--- src/logic/icd_pkg.sv ---
// Constants, types and encodings shared by the instruction-cycle decoder.
// Assumes a 24-bit program word, a 125 MHz core clock and a Wishbone slave port.
//
// Summary of operation
// - Double-word instruction spans 48 bits; second word's upper 8 bits are zero.
// - A lone second word, upper 8 bits zero, decodes as a no-operation.
// - Every double-word instruction takes exactly two cycles.
// - Single-word takes one cycle; two when condition true or PC changes.
// - Jumps, indirect calls, table accesses and returns take two or three cycles.
// - Skip takes two cycles over single-word, three over two-word instruction.
// - A double-word data move takes two cycles.
// - Sixteen working registers, zero to fifteen, as base, source or destination.
// - File-register ops defaulting to the working register use register zero.
// - Accumulator write-back goes to register thirteen or its target, post-increment two.
// - X prefetch uses reg 8 or 9 with modify, reg 9 plus 12, or none.
// - Y prefetch uses reg 10 or 11 with modify, reg 11 plus 12, or none.
// - X and Y prefetch destinations are working registers four to seven.
// - Multiply operands are one of six distinct pairs from registers four to seven.
// - Square multiplies one of registers four to seven by itself.
// - Divide takes dividend and divisor from a register pair, direct addressing only.
// - Bit position is a 4-bit field selecting bit 0 to 15.
// - Ten-bit literal limited to 0..255 in byte mode, 0..1023 in word mode.
// - Accumulator operand selects exactly one of two accumulators, A or B.
// - Core keeps carry, digit carry, negative, overflow and sticky zero flags.
// - Core keeps overflow and saturation flags for accumulators A and B.
// - Single-word instruction is 24 bits with an 8-bit opcode field.

`default_nettype none

package icd_pkg;

  // Instruction word layout
  localparam int          WORD_W      = 24;
  localparam int          OPC_MSB     = 23;
  localparam int          OPC_LSB     = 16;

  // Opcode classes
  localparam logic [7:0]  OPC_NOP     = 8'h00;
  localparam logic [7:0]  OPC_DWORD   = 8'h01;
  localparam logic [7:0]  OPC_MOVD    = 8'h02;
  localparam logic [7:0]  OPC_BRCOND  = 8'h03;
  localparam logic [7:0]  OPC_JUMP    = 8'h04;
  localparam logic [7:0]  OPC_CALLIND = 8'h05;
  localparam logic [7:0]  OPC_TABLE   = 8'h06;
  localparam logic [7:0]  OPC_RETURN  = 8'h07;
  localparam logic [7:0]  OPC_IRET    = 8'h08;
  localparam logic [7:0]  OPC_SKIP    = 8'h09;
  localparam logic [7:0]  OPC_SQR     = 8'h0c;
  localparam logic [7:0]  OPC_DIV     = 8'h0d;
  localparam logic [7:0]  OPC_BIT     = 8'h0e;
  localparam logic [7:0]  OPC_TEN_BIT_LITERAL   = 8'h0f;
  localparam logic [7:0]  OPC_FILE    = 8'h14;
  localparam logic [5:0]  OPC_MAC_HI  = 6'h04;   // 8'h10..8'h13: bit0 acc, bit1 write-back

  // Cycle counts
  localparam logic [1:0]  CYC_ONE     = 2'h1;
  localparam logic [1:0]  CYC_TWO     = 2'h2;
  localparam logic [1:0]  CYC_THREE   = 2'h3;

  // Fixed register numbers
  localparam logic [3:0]  REG_W0      = 4'h0;
  localparam logic [3:0]  REG_W4      = 4'h4;
  localparam logic [3:0]  REG_W8      = 4'h8;
  localparam logic [3:0]  REG_W9      = 4'h9;
  localparam logic [3:0]  REG_W10     = 4'ha;
  localparam logic [3:0]  REG_W11     = 4'hb;
  localparam logic [3:0]  REG_W12     = 4'hc;
  localparam logic [3:0]  REG_W13     = 4'hd;
  localparam logic [3:0]  AWB_INC     = 4'h2;
  localparam logic [3:0]  PF_IDX_CODE = 4'he;
  localparam logic [3:0]  PF_NONE     = 4'hf;
  localparam logic [9:0]  LIT_BYTE_MAX = 10'h0ff;

  // Wishbone register byte offsets
  localparam logic [3:0]  ADR_FLAGS   = 4'h0;
  localparam logic [3:0]  ADR_CTRL    = 4'h4;
  localparam logic [3:0]  ADR_INFO    = 4'h8;
  localparam logic        CTRL_RST    = 1'b1;
  localparam int          CTRL_EN_BIT = 0;
  // Flag register bit positions
  localparam int          FB_C  = 0;
  localparam int          FB_DC = 1;
  localparam int          FB_N  = 2;
  localparam int          FB_OV = 3;
  localparam int          FB_Z  = 4;
  localparam int          FB_OA = 8;
  localparam int          FB_OB = 9;
  localparam int          FB_SA = 10;
  localparam int          FB_SB = 11;

  typedef enum logic [1:0] {
    ICD_ST_ACCEPT = 2'b00,
    ICD_ST_WORD2  = 2'b01,
    ICD_ST_FILL   = 2'b10
  } icd_state_t;

  // One prefetch operand
  typedef struct packed {
    logic             en;
    logic             idx;
    logic [3:0]       addr;
    logic signed [3:0] mod;
  } icd_pf_t;

  // Decoded instruction handed to the execute stage
  typedef struct packed {
    logic [7:0]  opcode;
    logic [1:0]  cycles;
    logic [3:0]  wb;
    logic [3:0]  ws;
    logic [3:0]  wd;
    logic        acc_b;
    icd_pf_t     xpf;
    icd_pf_t     ypf;
    logic [3:0]  xd;
    logic [3:0]  yd;
    logic [3:0]  mul_a;
    logic [3:0]  mul_b;
    logic        awb_en;
    logic        awb_ind;
    logic [3:0]  bit_position_field;
    logic [9:0]  ten_bit_literal;
    logic        byte_mode;
    logic [12:0] file_addr;
    logic        to_file_op_default_work_reg;
    logic [23:0] ext_literal;
    logic        illegal;
  } icd_dec_t;

  // Flag update from the execute stage
  typedef struct packed {
    logic mcu_we;
    logic dsp_we;
    logic z_sticky;
    logic c;
    logic digit_carry_flag;
    logic n;
    logic signed_range_exceeded_flag;
    logic z;
    logic accum_a_overflow;
    logic accum_b_overflow;
    logic accum_a_clipped;
    logic accum_b_clipped;
  } icd_flag_upd_t;

endpackage

`default_nettype wire

--- src/logic/icd_decoder.sv ---
// Decode stage: cycle counting, operand decode, status flags, Wishbone registers.
// Assumes fetch presents words with valid/ready, execute reports condition and
// skip outcomes in the same cycle, and everything runs on clk_i.

`default_nettype none

module icd_decoder (
  input  wire logic                   clk_i,
  input  wire logic                   rst_i,
  // Fetch side
  input  wire logic                   word_valid_i,
  input  wire logic [23:0]            word_i,
  output logic                        word_ready_o,
  // Execute side outcomes for the current word
  input  wire logic                   cond_true_i,
  input  wire logic                   next_two_word_i,
  input  wire icd_pkg::icd_flag_upd_t flag_upd_i,
  output icd_pkg::icd_dec_t           dec_o,
  output logic                        dec_valid_o,
  output logic                        nop_fill_o,
  output logic [1:0]                  cycle_count_o,
  output logic [15:0]                 flags_o,
  // Wishbone classic slave
  input  wire logic                   cyc_i,
  input  wire logic                   stb_i,
  input  wire logic                   we_i,
  input  wire logic [3:0]             adr_i,
  input  wire logic [3:0]             sel_i,
  input  wire logic [31:0]            dat_i,
  output logic [31:0]                 dat_o,
  output logic                        ack_o
);

  icd_pkg::icd_state_t state_reg;
  icd_pkg::icd_state_t state_next;
  logic [1:0]          fill_reg;
  logic [23:0]         word1_reg;
  logic                ctrl_en_reg;
  logic [15:0]         flags_reg;
  logic [15:0]         retired_reg;
  logic                illegal_seen_reg;
  icd_pkg::icd_dec_t   dec_reg;
  logic                dec_valid_reg;
  logic                fill_out_reg;
  logic [31:0]         rdat_reg;
  logic                ack_reg;
  icd_pkg::icd_dec_t   dec_single;
  logic [7:0]          opc;
  logic                take;
  logic                wb_req;
  logic                wb_wr;

  // Prefetch decode: codes 0-6 low register, 7-13 high, 14 indexed, 15 none
  function automatic icd_pkg::icd_pf_t pf_decode(input logic [3:0] code,
                                                 input logic [3:0] lo,
                                                 input logic [3:0] hi);
    icd_pkg::icd_pf_t p;
    logic [2:0]       m;
    p      = '0;
    m      = (code >= 4'h7) ? 3'(code - 4'h7) : code[2:0];
    p.en   = (code != icd_pkg::PF_NONE);
    p.idx  = (code == icd_pkg::PF_IDX_CODE);
    p.addr = (code >= 4'h7) ? hi : lo;
    case (m)
      3'h0:    p.mod = 4'sh6;
      3'h1:    p.mod = 4'sh4;
      3'h2:    p.mod = 4'sh2;
      3'h4:    p.mod = -4'sh6;
      3'h5:    p.mod = -4'sh4;
      3'h6:    p.mod = -4'sh2;
      default: p.mod = 4'sh0;
    endcase
    if (p.idx || !p.en) begin
      p.mod = 4'sh0;
    end
    return p;
  endfunction

  assign opc  = word_i[icd_pkg::OPC_MSB:icd_pkg::OPC_LSB];
  assign take = word_valid_i && word_ready_o;

  // Single-word operand and cycle decode
  always_comb begin
    dec_single        = '0;
    dec_single.opcode = ctrl_en_reg ? opc : icd_pkg::OPC_NOP;
    dec_single.cycles = icd_pkg::CYC_ONE;
    // Generic three-register form, any of W0..W15
    dec_single.wd     = word_i[3:0];
    dec_single.ws     = word_i[7:4];
    dec_single.wb     = word_i[11:8];
    if (ctrl_en_reg) begin
      case (opc)
        // Lone second word or true NOP: one cycle, no effect
        icd_pkg::OPC_NOP: begin
          dec_single.wd = '0;
          dec_single.ws = '0;
          dec_single.wb = '0;
        end
        icd_pkg::OPC_DWORD:   dec_single.cycles = icd_pkg::CYC_TWO;
        icd_pkg::OPC_MOVD:    dec_single.cycles = icd_pkg::CYC_TWO;
        icd_pkg::OPC_BRCOND: begin
          dec_single.cycles = cond_true_i ? icd_pkg::CYC_TWO : icd_pkg::CYC_ONE;
        end
        icd_pkg::OPC_JUMP,
        icd_pkg::OPC_CALLIND,
        icd_pkg::OPC_TABLE:   dec_single.cycles = icd_pkg::CYC_TWO;
        icd_pkg::OPC_RETURN,
        icd_pkg::OPC_IRET:    dec_single.cycles = icd_pkg::CYC_THREE;
        icd_pkg::OPC_SKIP: begin
          if (cond_true_i) begin
            dec_single.cycles = next_two_word_i ? icd_pkg::CYC_THREE : icd_pkg::CYC_TWO;
          end
        end
        icd_pkg::OPC_SQR: begin
          dec_single.mul_a = icd_pkg::REG_W4 + {2'h0, word_i[1:0]};
          dec_single.mul_b = icd_pkg::REG_W4 + {2'h0, word_i[1:0]};
        end
        icd_pkg::OPC_DIV: begin
          // Register numbers only: no address modifier is decoded
          dec_single.ws = word_i[7:4];
          dec_single.wb = word_i[3:0];
          dec_single.wd = '0;
        end
        icd_pkg::OPC_BIT: begin
          dec_single.bit_position_field = word_i[15:12];
          dec_single.ws = word_i[3:0];
        end
        icd_pkg::OPC_TEN_BIT_LITERAL: begin
          dec_single.byte_mode = word_i[14];
          dec_single.ten_bit_literal = word_i[13:4];
          // Byte mode keeps the low eight bits and flags the overrun
          if (word_i[14] && (word_i[13:4] > icd_pkg::LIT_BYTE_MAX)) begin
            dec_single.ten_bit_literal = {2'h0, word_i[11:4]};
            dec_single.illegal = 1'b1;
          end
        end
        icd_pkg::OPC_FILE: begin
          dec_single.file_addr = word_i[12:0];
          dec_single.to_file_op_default_work_reg   = word_i[13];
          dec_single.wd        = icd_pkg::REG_W0;
          dec_single.ws        = '0;
          dec_single.wb        = '0;
        end
        default: begin
          if (opc[7:2] == icd_pkg::OPC_MAC_HI) begin
            dec_single.acc_b   = opc[0];
            dec_single.awb_en  = opc[1];
            dec_single.awb_ind = word_i[15];
            dec_single.wd      = icd_pkg::REG_W13;
            dec_single.wb      = word_i[15] ? icd_pkg::AWB_INC : '0;
            dec_single.ws      = '0;
            // Six distinct pairs; codes 6 and 7 are rejected
            case (word_i[14:12])
              3'h0:    {dec_single.mul_a, dec_single.mul_b} = {4'h4, 4'h5};
              3'h1:    {dec_single.mul_a, dec_single.mul_b} = {4'h4, 4'h6};
              3'h2:    {dec_single.mul_a, dec_single.mul_b} = {4'h4, 4'h7};
              3'h3:    {dec_single.mul_a, dec_single.mul_b} = {4'h5, 4'h6};
              3'h4:    {dec_single.mul_a, dec_single.mul_b} = {4'h5, 4'h7};
              3'h5:    {dec_single.mul_a, dec_single.mul_b} = {4'h6, 4'h7};
              default: dec_single.illegal = 1'b1;
            endcase
            dec_single.xpf = pf_decode(word_i[11:8], icd_pkg::REG_W8, icd_pkg::REG_W9);
            dec_single.ypf = pf_decode(word_i[7:4], icd_pkg::REG_W10, icd_pkg::REG_W11);
            dec_single.xd  = icd_pkg::REG_W4 + {2'h0, word_i[3:2]};
            dec_single.yd  = icd_pkg::REG_W4 + {2'h0, word_i[1:0]};
          end
        end
      endcase
    end
  end

  // Sequencer: second word capture and filler insertion
  always_comb begin
    state_next = state_reg;
    case (state_reg)
      icd_pkg::ICD_ST_ACCEPT: begin
        if (take && ctrl_en_reg && (opc == icd_pkg::OPC_DWORD)) begin
          state_next = icd_pkg::ICD_ST_WORD2;
        end else if (take && (dec_single.cycles != icd_pkg::CYC_ONE)) begin
          state_next = icd_pkg::ICD_ST_FILL;
        end
      end
      icd_pkg::ICD_ST_WORD2: begin
        if (take) begin
          state_next = icd_pkg::ICD_ST_ACCEPT;
        end
      end
      icd_pkg::ICD_ST_FILL: begin
        if (fill_reg == 2'h1) begin
          state_next = icd_pkg::ICD_ST_ACCEPT;
        end
      end
      default: state_next = icd_pkg::ICD_ST_ACCEPT;
    endcase
  end

  // Fetch stalls only while filler cycles run
  assign word_ready_o = (state_reg != icd_pkg::ICD_ST_FILL);

  always_ff @(posedge clk_i) begin
    if (rst_i) begin
      state_reg <= icd_pkg::ICD_ST_ACCEPT;
    end else begin
      state_reg <= state_next;
    end
  end

  // Filler counter: cycles beyond the first become no-operations
  always_ff @(posedge clk_i) begin
    if (rst_i) begin
      fill_reg <= 2'h0;
    end else if (state_reg == icd_pkg::ICD_ST_ACCEPT && state_next == icd_pkg::ICD_ST_FILL) begin
      fill_reg <= 2'(dec_single.cycles - 2'h1);
    end else if (fill_reg != 2'h0) begin
      fill_reg <= 2'(fill_reg - 2'h1);
    end
  end

  // First word is held until its partner arrives
  always_ff @(posedge clk_i) begin
    if (rst_i) begin
      word1_reg <= 24'h000000;
    end else if (take && state_reg == icd_pkg::ICD_ST_ACCEPT) begin
      word1_reg <= word_i;
    end
  end

  // Decoded output; the first word of a pair emits nothing until the second
  always_ff @(posedge clk_i) begin
    if (rst_i) begin
      dec_reg       <= '0;
      dec_valid_reg <= 1'b0;
      fill_out_reg  <= 1'b0;
    end else begin
      dec_valid_reg <= 1'b0;
      fill_out_reg  <= (state_reg == icd_pkg::ICD_ST_FILL);
      if (take && state_reg == icd_pkg::ICD_ST_WORD2) begin
        dec_reg             <= '0;
        dec_reg.opcode      <= icd_pkg::OPC_DWORD;
        dec_reg.cycles      <= icd_pkg::CYC_TWO;
        dec_reg.ext_literal <= {word_i[15:0], word1_reg[7:0]};
        dec_reg.wd          <= word1_reg[11:8];
        // Nonzero upper byte in the second word is malformed
        dec_reg.illegal     <= (word_i[icd_pkg::OPC_MSB:icd_pkg::OPC_LSB] != 8'h00);
        dec_valid_reg       <= 1'b1;
      end else if (take && !(ctrl_en_reg && opc == icd_pkg::OPC_DWORD)) begin
        dec_reg       <= dec_single;
        dec_valid_reg <= 1'b1;
      end
    end
  end

  // Status flags: execute update wins over a software write in the same cycle
  always_ff @(posedge clk_i) begin
    if (rst_i) begin
      flags_reg <= 16'h0000;
    end else begin
      if (wb_wr && adr_i == icd_pkg::ADR_FLAGS) begin
        if (sel_i[0]) begin
          flags_reg[7:0] <= dat_i[7:0];
        end
        if (sel_i[1]) begin
          flags_reg[15:8] <= dat_i[15:8];
        end
      end
      if (flag_upd_i.mcu_we) begin
        flags_reg[icd_pkg::FB_C]  <= flag_upd_i.c;
        flags_reg[icd_pkg::FB_DC] <= flag_upd_i.digit_carry_flag;
        flags_reg[icd_pkg::FB_N]  <= flag_upd_i.n;
        flags_reg[icd_pkg::FB_OV] <= flag_upd_i.signed_range_exceeded_flag;
        // Sticky zero only ever clears across a multi-word sequence
        flags_reg[icd_pkg::FB_Z]  <= flag_upd_i.z_sticky ? (flags_reg[icd_pkg::FB_Z] & flag_upd_i.z)
                                                         : flag_upd_i.z;
      end
      if (flag_upd_i.dsp_we) begin
        flags_reg[icd_pkg::FB_OA] <= flag_upd_i.accum_a_overflow;
        flags_reg[icd_pkg::FB_OB] <= flag_upd_i.accum_b_overflow;
        flags_reg[icd_pkg::FB_SA] <= flag_upd_i.accum_a_clipped;
        flags_reg[icd_pkg::FB_SB] <= flag_upd_i.accum_b_clipped;
      end
      flags_reg[7:5]   <= 3'h0;
      flags_reg[15:12] <= 4'h0;
    end
  end

  // Control: decode enable, else every word runs as a no-operation
  always_ff @(posedge clk_i) begin
    if (rst_i) begin
      ctrl_en_reg <= icd_pkg::CTRL_RST;
    end else if (wb_wr && adr_i == icd_pkg::ADR_CTRL && sel_i[0]) begin
      ctrl_en_reg <= dat_i[icd_pkg::CTRL_EN_BIT];
    end
  end

  // Retired-instruction count and sticky malformed-word flag
  always_ff @(posedge clk_i) begin
    if (rst_i) begin
      retired_reg      <= 16'h0000;
      illegal_seen_reg <= 1'b0;
    end else begin
      if (dec_valid_reg) begin
        retired_reg <= 16'(retired_reg + 16'h0001);
      end
      // Set wins over the write-one-to-clear
      if (dec_valid_reg && dec_reg.illegal) begin
        illegal_seen_reg <= 1'b1;
      end else if (wb_wr && adr_i == icd_pkg::ADR_INFO && sel_i[2] && dat_i[16]) begin
        illegal_seen_reg <= 1'b0;
      end
    end
  end

  // Wishbone: one-cycle registered ack, unmapped addresses read zero
  assign wb_req = cyc_i && stb_i && !ack_reg;
  assign wb_wr  = wb_req && we_i;

  always_ff @(posedge clk_i) begin
    if (rst_i) begin
      ack_reg  <= 1'b0;
      rdat_reg <= 32'h00000000;
    end else begin
      ack_reg <= wb_req;
      if (wb_req && !we_i) begin
        case (adr_i)
          icd_pkg::ADR_FLAGS: rdat_reg <= {16'h0000, flags_reg};
          icd_pkg::ADR_CTRL:  rdat_reg <= {31'h00000000, ctrl_en_reg};
          icd_pkg::ADR_INFO:  rdat_reg <= {13'h0000, state_reg, illegal_seen_reg, retired_reg};
          default:            rdat_reg <= 32'h00000000;
        endcase
      end
    end
  end

  assign dat_o         = rdat_reg;
  assign ack_o         = ack_reg;
  assign dec_o         = dec_reg;
  assign dec_valid_o   = dec_valid_reg;
  assign nop_fill_o    = fill_out_reg;
  assign cycle_count_o = dec_reg.cycles;
  assign flags_o       = flags_reg;

endmodule

`default_nettype wire

--- config.mk ---
export PLATFORM = sky130hd
export DESIGN_NAME = icd_decoder
export DESIGN_NICKNAME = d
export VERILOG_FILES = /design/src/logic/icd_pkg.sv /design/src/logic/icd_decoder.sv
export SDC_FILE = /design/constraint.sdc
export NUM_CORES = 1
export LEC_CHECK = 0
export BUFFER_PORTS_ARGS = -buffer_cell sky130_fd_sc_hd__buf_2
export CAP_MARGIN = 5
export CORE_UTILIZATION = 41
export CTS_CLUSTER_DIAMETER = 30
export DETAILED_ROUTE_END_ITERATION = 8
export GPL_TIMING_DRIVEN = 0
export PLACE_DENSITY = 0.69
export SYNTH_ARGS = -nofsm -noshare
export SYNTH_HDL_FRONTEND = slang
export SYNTH_SLANG_ARGS = --single-unit
--- constraint.sdc ---
create_clock -name clk_i -period 2.54 [get_ports clk_i]
set_input_delay 0.508 -clock clk_i [delete_from_list [all_inputs] [get_ports clk_i]]
set_output_delay 0.508 -clock clk_i [all_outputs]
set_load 0.02 [all_outputs]
==> results.json <==
{
  "min_period_ps": 2430,
  "hp-class": "input pin to flip-flop",
  "finalMaxSlewViolations": 0,
  "fin_area_sq_um": 9390,
  "rsz0062_at_grt": "false",
  "finalHoldViolCount": 0,
  "synth-async-reset-ratio": 0,
  "dpl_cell_area_sq_um": 8770,
  "ys_top_cells_by_area": "dfxtp_1 45%, nor2_1 5.3%, a22oi_1 5.1%",
  "clk_latency_ps": 440,
  "route.detailed.drc": 0,
  "vias_per_cell": 5.38,
  "wl_per_cell_um": 17.1,
  "finalWirelength_um": 22900,
  "core_sq_um": 17500,
  "end_kind": "flip-flop",
  "grt_pass1_vias": 6465,
  "fin_crit_sh": 0.955,
  "seq_area_frac_synth": 0.447,
  "postCtsResizedCells": 0,
  "final_nets": 1190,
  "drt_pass1_iterations": 6,
  "worstMarginPinSlew_ps": 987,
  "power_per_cell_area_nw_per_um2": 653,
  "yosysTopAreaCellShare": 0.447,
  "die_h_um": 137,
  "whs_ps": 309,
  "dp.cells": 1303,
  "numCtsBuffers": 17,
  "final_antenna_net_count": 0,
  "power_mw": 6.13,
  "critPathSlowestCell": "or3_1",
  "layout_common_cells": "201 x buf_2, 166 x dfxtp_1, 104 x nor2_1",
  "vdd_drop_max_v": 0.000552,
  "h-tree-depth": 4,
  "synth_edf_count": 0,
  "portBuffers": 190,
  "synth_area_per_cell_sq_um": 8.64,
  "num_vias": 7182,
  "clkTransAtPathRegs_ps": 70,
  "largest_reg_flops": 99,
  "crit_path_start_kind": "flip-flop",
  "grt_antenna_before_repair": 0,
  "cts_tree": "done",
  "yosys.area.top_type": "dfxtp_1",
  "ys.flop_type": "dfxtp_1",
  "synth.cell_area_sq_um": 7430,
  "grt_usage": 0.247,
  "setup_violations": 0,
  "area_delta_synth_final_pct": 26.3,
  "worstSetupPathType": "flip-flop to flip-flop",
  "fin_skew_ps": 9.74,
  "ys_warn_count": 0,
  "cts_setup_buffers": 0,
  "postCtsHoldBufs": 0,
  "crit_chain": "or4b_1, buf_2, nor2_1, o21ai_0, ha_1, or3_1, a31o_2",
  "maxCapViolations": 0,
  "place_hpwl_um": 16500,
  "status": "finished clean",
  "syn_inst": 860,
  "maxSlewHeadroom": 0.340,
  "n_antenna_cell": 0,
  "gp_congestion": 0.917,
  "start_util": 0.425,
  "fill_cells": 1675,
  "drive_above_1_share": 0.269,
  "final_cells": 1335,
  "crit_fanout": 9,
  "crit_arrival_ps": 2750,
  "die_area_sq_um": 18700,
  "cp_slowest_stage_delay_ps": 440,
  "drt_iter0_markers": 655,
  "fmax_mhz": 412,
  "pin_count": 253,
  "final_common_cell": "buf_2",
  "grt_pass1_wl_um": 34800,
  "rows": 48,
  "synth.distinct_cells": 70,
  "cts_buffer_depth": 2,
  "synth_seq_cells": 166,
  "clock-root-buffer": "clkbuf_16",
  "gr-total-overflow": 0,
  "grt_max_degree": 17,
  "die-width_um": 137,
  "cts_sinks": 166,
  "cp_data_required_time_ps": 2870,
  "p_leak_nw": 4.09
}
-- per-layer routing --
layer  GRT usage  vias up  routed length, um
met5           0        -                  0
met4      0.0833        0                410
met3      0.0556       32               1860
met2       0.392      310              10500
met1       0.329     3366              10100
li1            -     3474                  -
-- per-stage QoR --
stage | setup WS, ps | TNS (ps) | util
after floorplan | 102 | 0 | -
after global placement | -243 | -1410 | 0.502
after detailed placement | -223 | -1930 | 0.502
after CTS | 105 | 0 | 0.537
after global routing | 8.63 | 0 | 0.537
final | 114 | 0 | 0.537
-- cells in the mapped netlist, types with 9 or more instances --
cell	n
dfxtp_1	166
nor2_1	104
nand2_1	100
a21oi_1	59
a22oi_1	50
clkbuf_1	45
buf_4	37
nand3_1	28
a22o_1	23
o21ai_0	22
nand4_1	18
nor3_1	16
inv_1	15
buf_2	11
xnor2_1	11
mux2i_1	10
ha_1	9
-- power breakdown --
part | total (mW) | internal [mW] | leakage, nW | switching, mW
Combinational | 0.691 | 0.247 | 2.45 | 0.444
Clock | 2.73 | 1.57 | 0.299 | 1.15
Sequential | 2.71 | 2.66 | 1.35 | 0.0463
-- critical path: cells and delay by family (launching register included) --
| kind | cells | cell delay [ps] |
|---|---|---|
| AO/OA/AOI/OAI | 2 | 460 |
| adder cells (fa/ha/maj) | 1 | 260 |
| buffers and inverters | 1 | 220 |
| AND/OR/NAND/NOR | 3 | 1010 |
| flip-flops | 1 | 360 |
-- cell type report --
| type | instances | area (sq um) | area share |
|---|---|---|---|
| buffer | 101 | 569 | 0.0607 |
| clock buffer | 17 | 425 | 0.0453 |
| clock inverter | 15 | 194 | 0.0207 |
| inverter | 16 | 60.1 | 0.00640 |
| multi-input combinational | 605 | 3580 | 0.382 |
| sequential | 166 | 3320 | 0.354 |
| tap | 225 | 282 | 0.0300 |
| timing repair buffer | 190 | 951 | 0.101 |
-- kinds of logic (layout without fill, tap and decap cells) --
kind of cell               Yosys count  count (layout)  share of synthesized area
buffers and inverters              117             339                     0.0847
muxes                               14              14                     0.0195
AOI/OAI and AO/OA                  204             204                      0.193
DFF                                166             166                      0.447
adders and majority gates            9               9                     0.0152
xor gates and xnor gates            19              19                     0.0224
and+or+nand+nor                    330             330                      0.218
other                                1              29                   0.000505
-- final timing paths --
path                                    start     endpoint  slack (ps)  cells past startpoint
worst max register to register    ctrl_en_reg  fill_reg[0]         110                      7
worst max-delay path              ctrl_en_reg  fill_reg[0]         110                      7
worst min register to register      dec_o[39]    dec_o[39]         430                      2
worst min-delay path            flag_upd_i[5]   flags_o[3]         310                      3
Power figures use the tool's default switching activity.
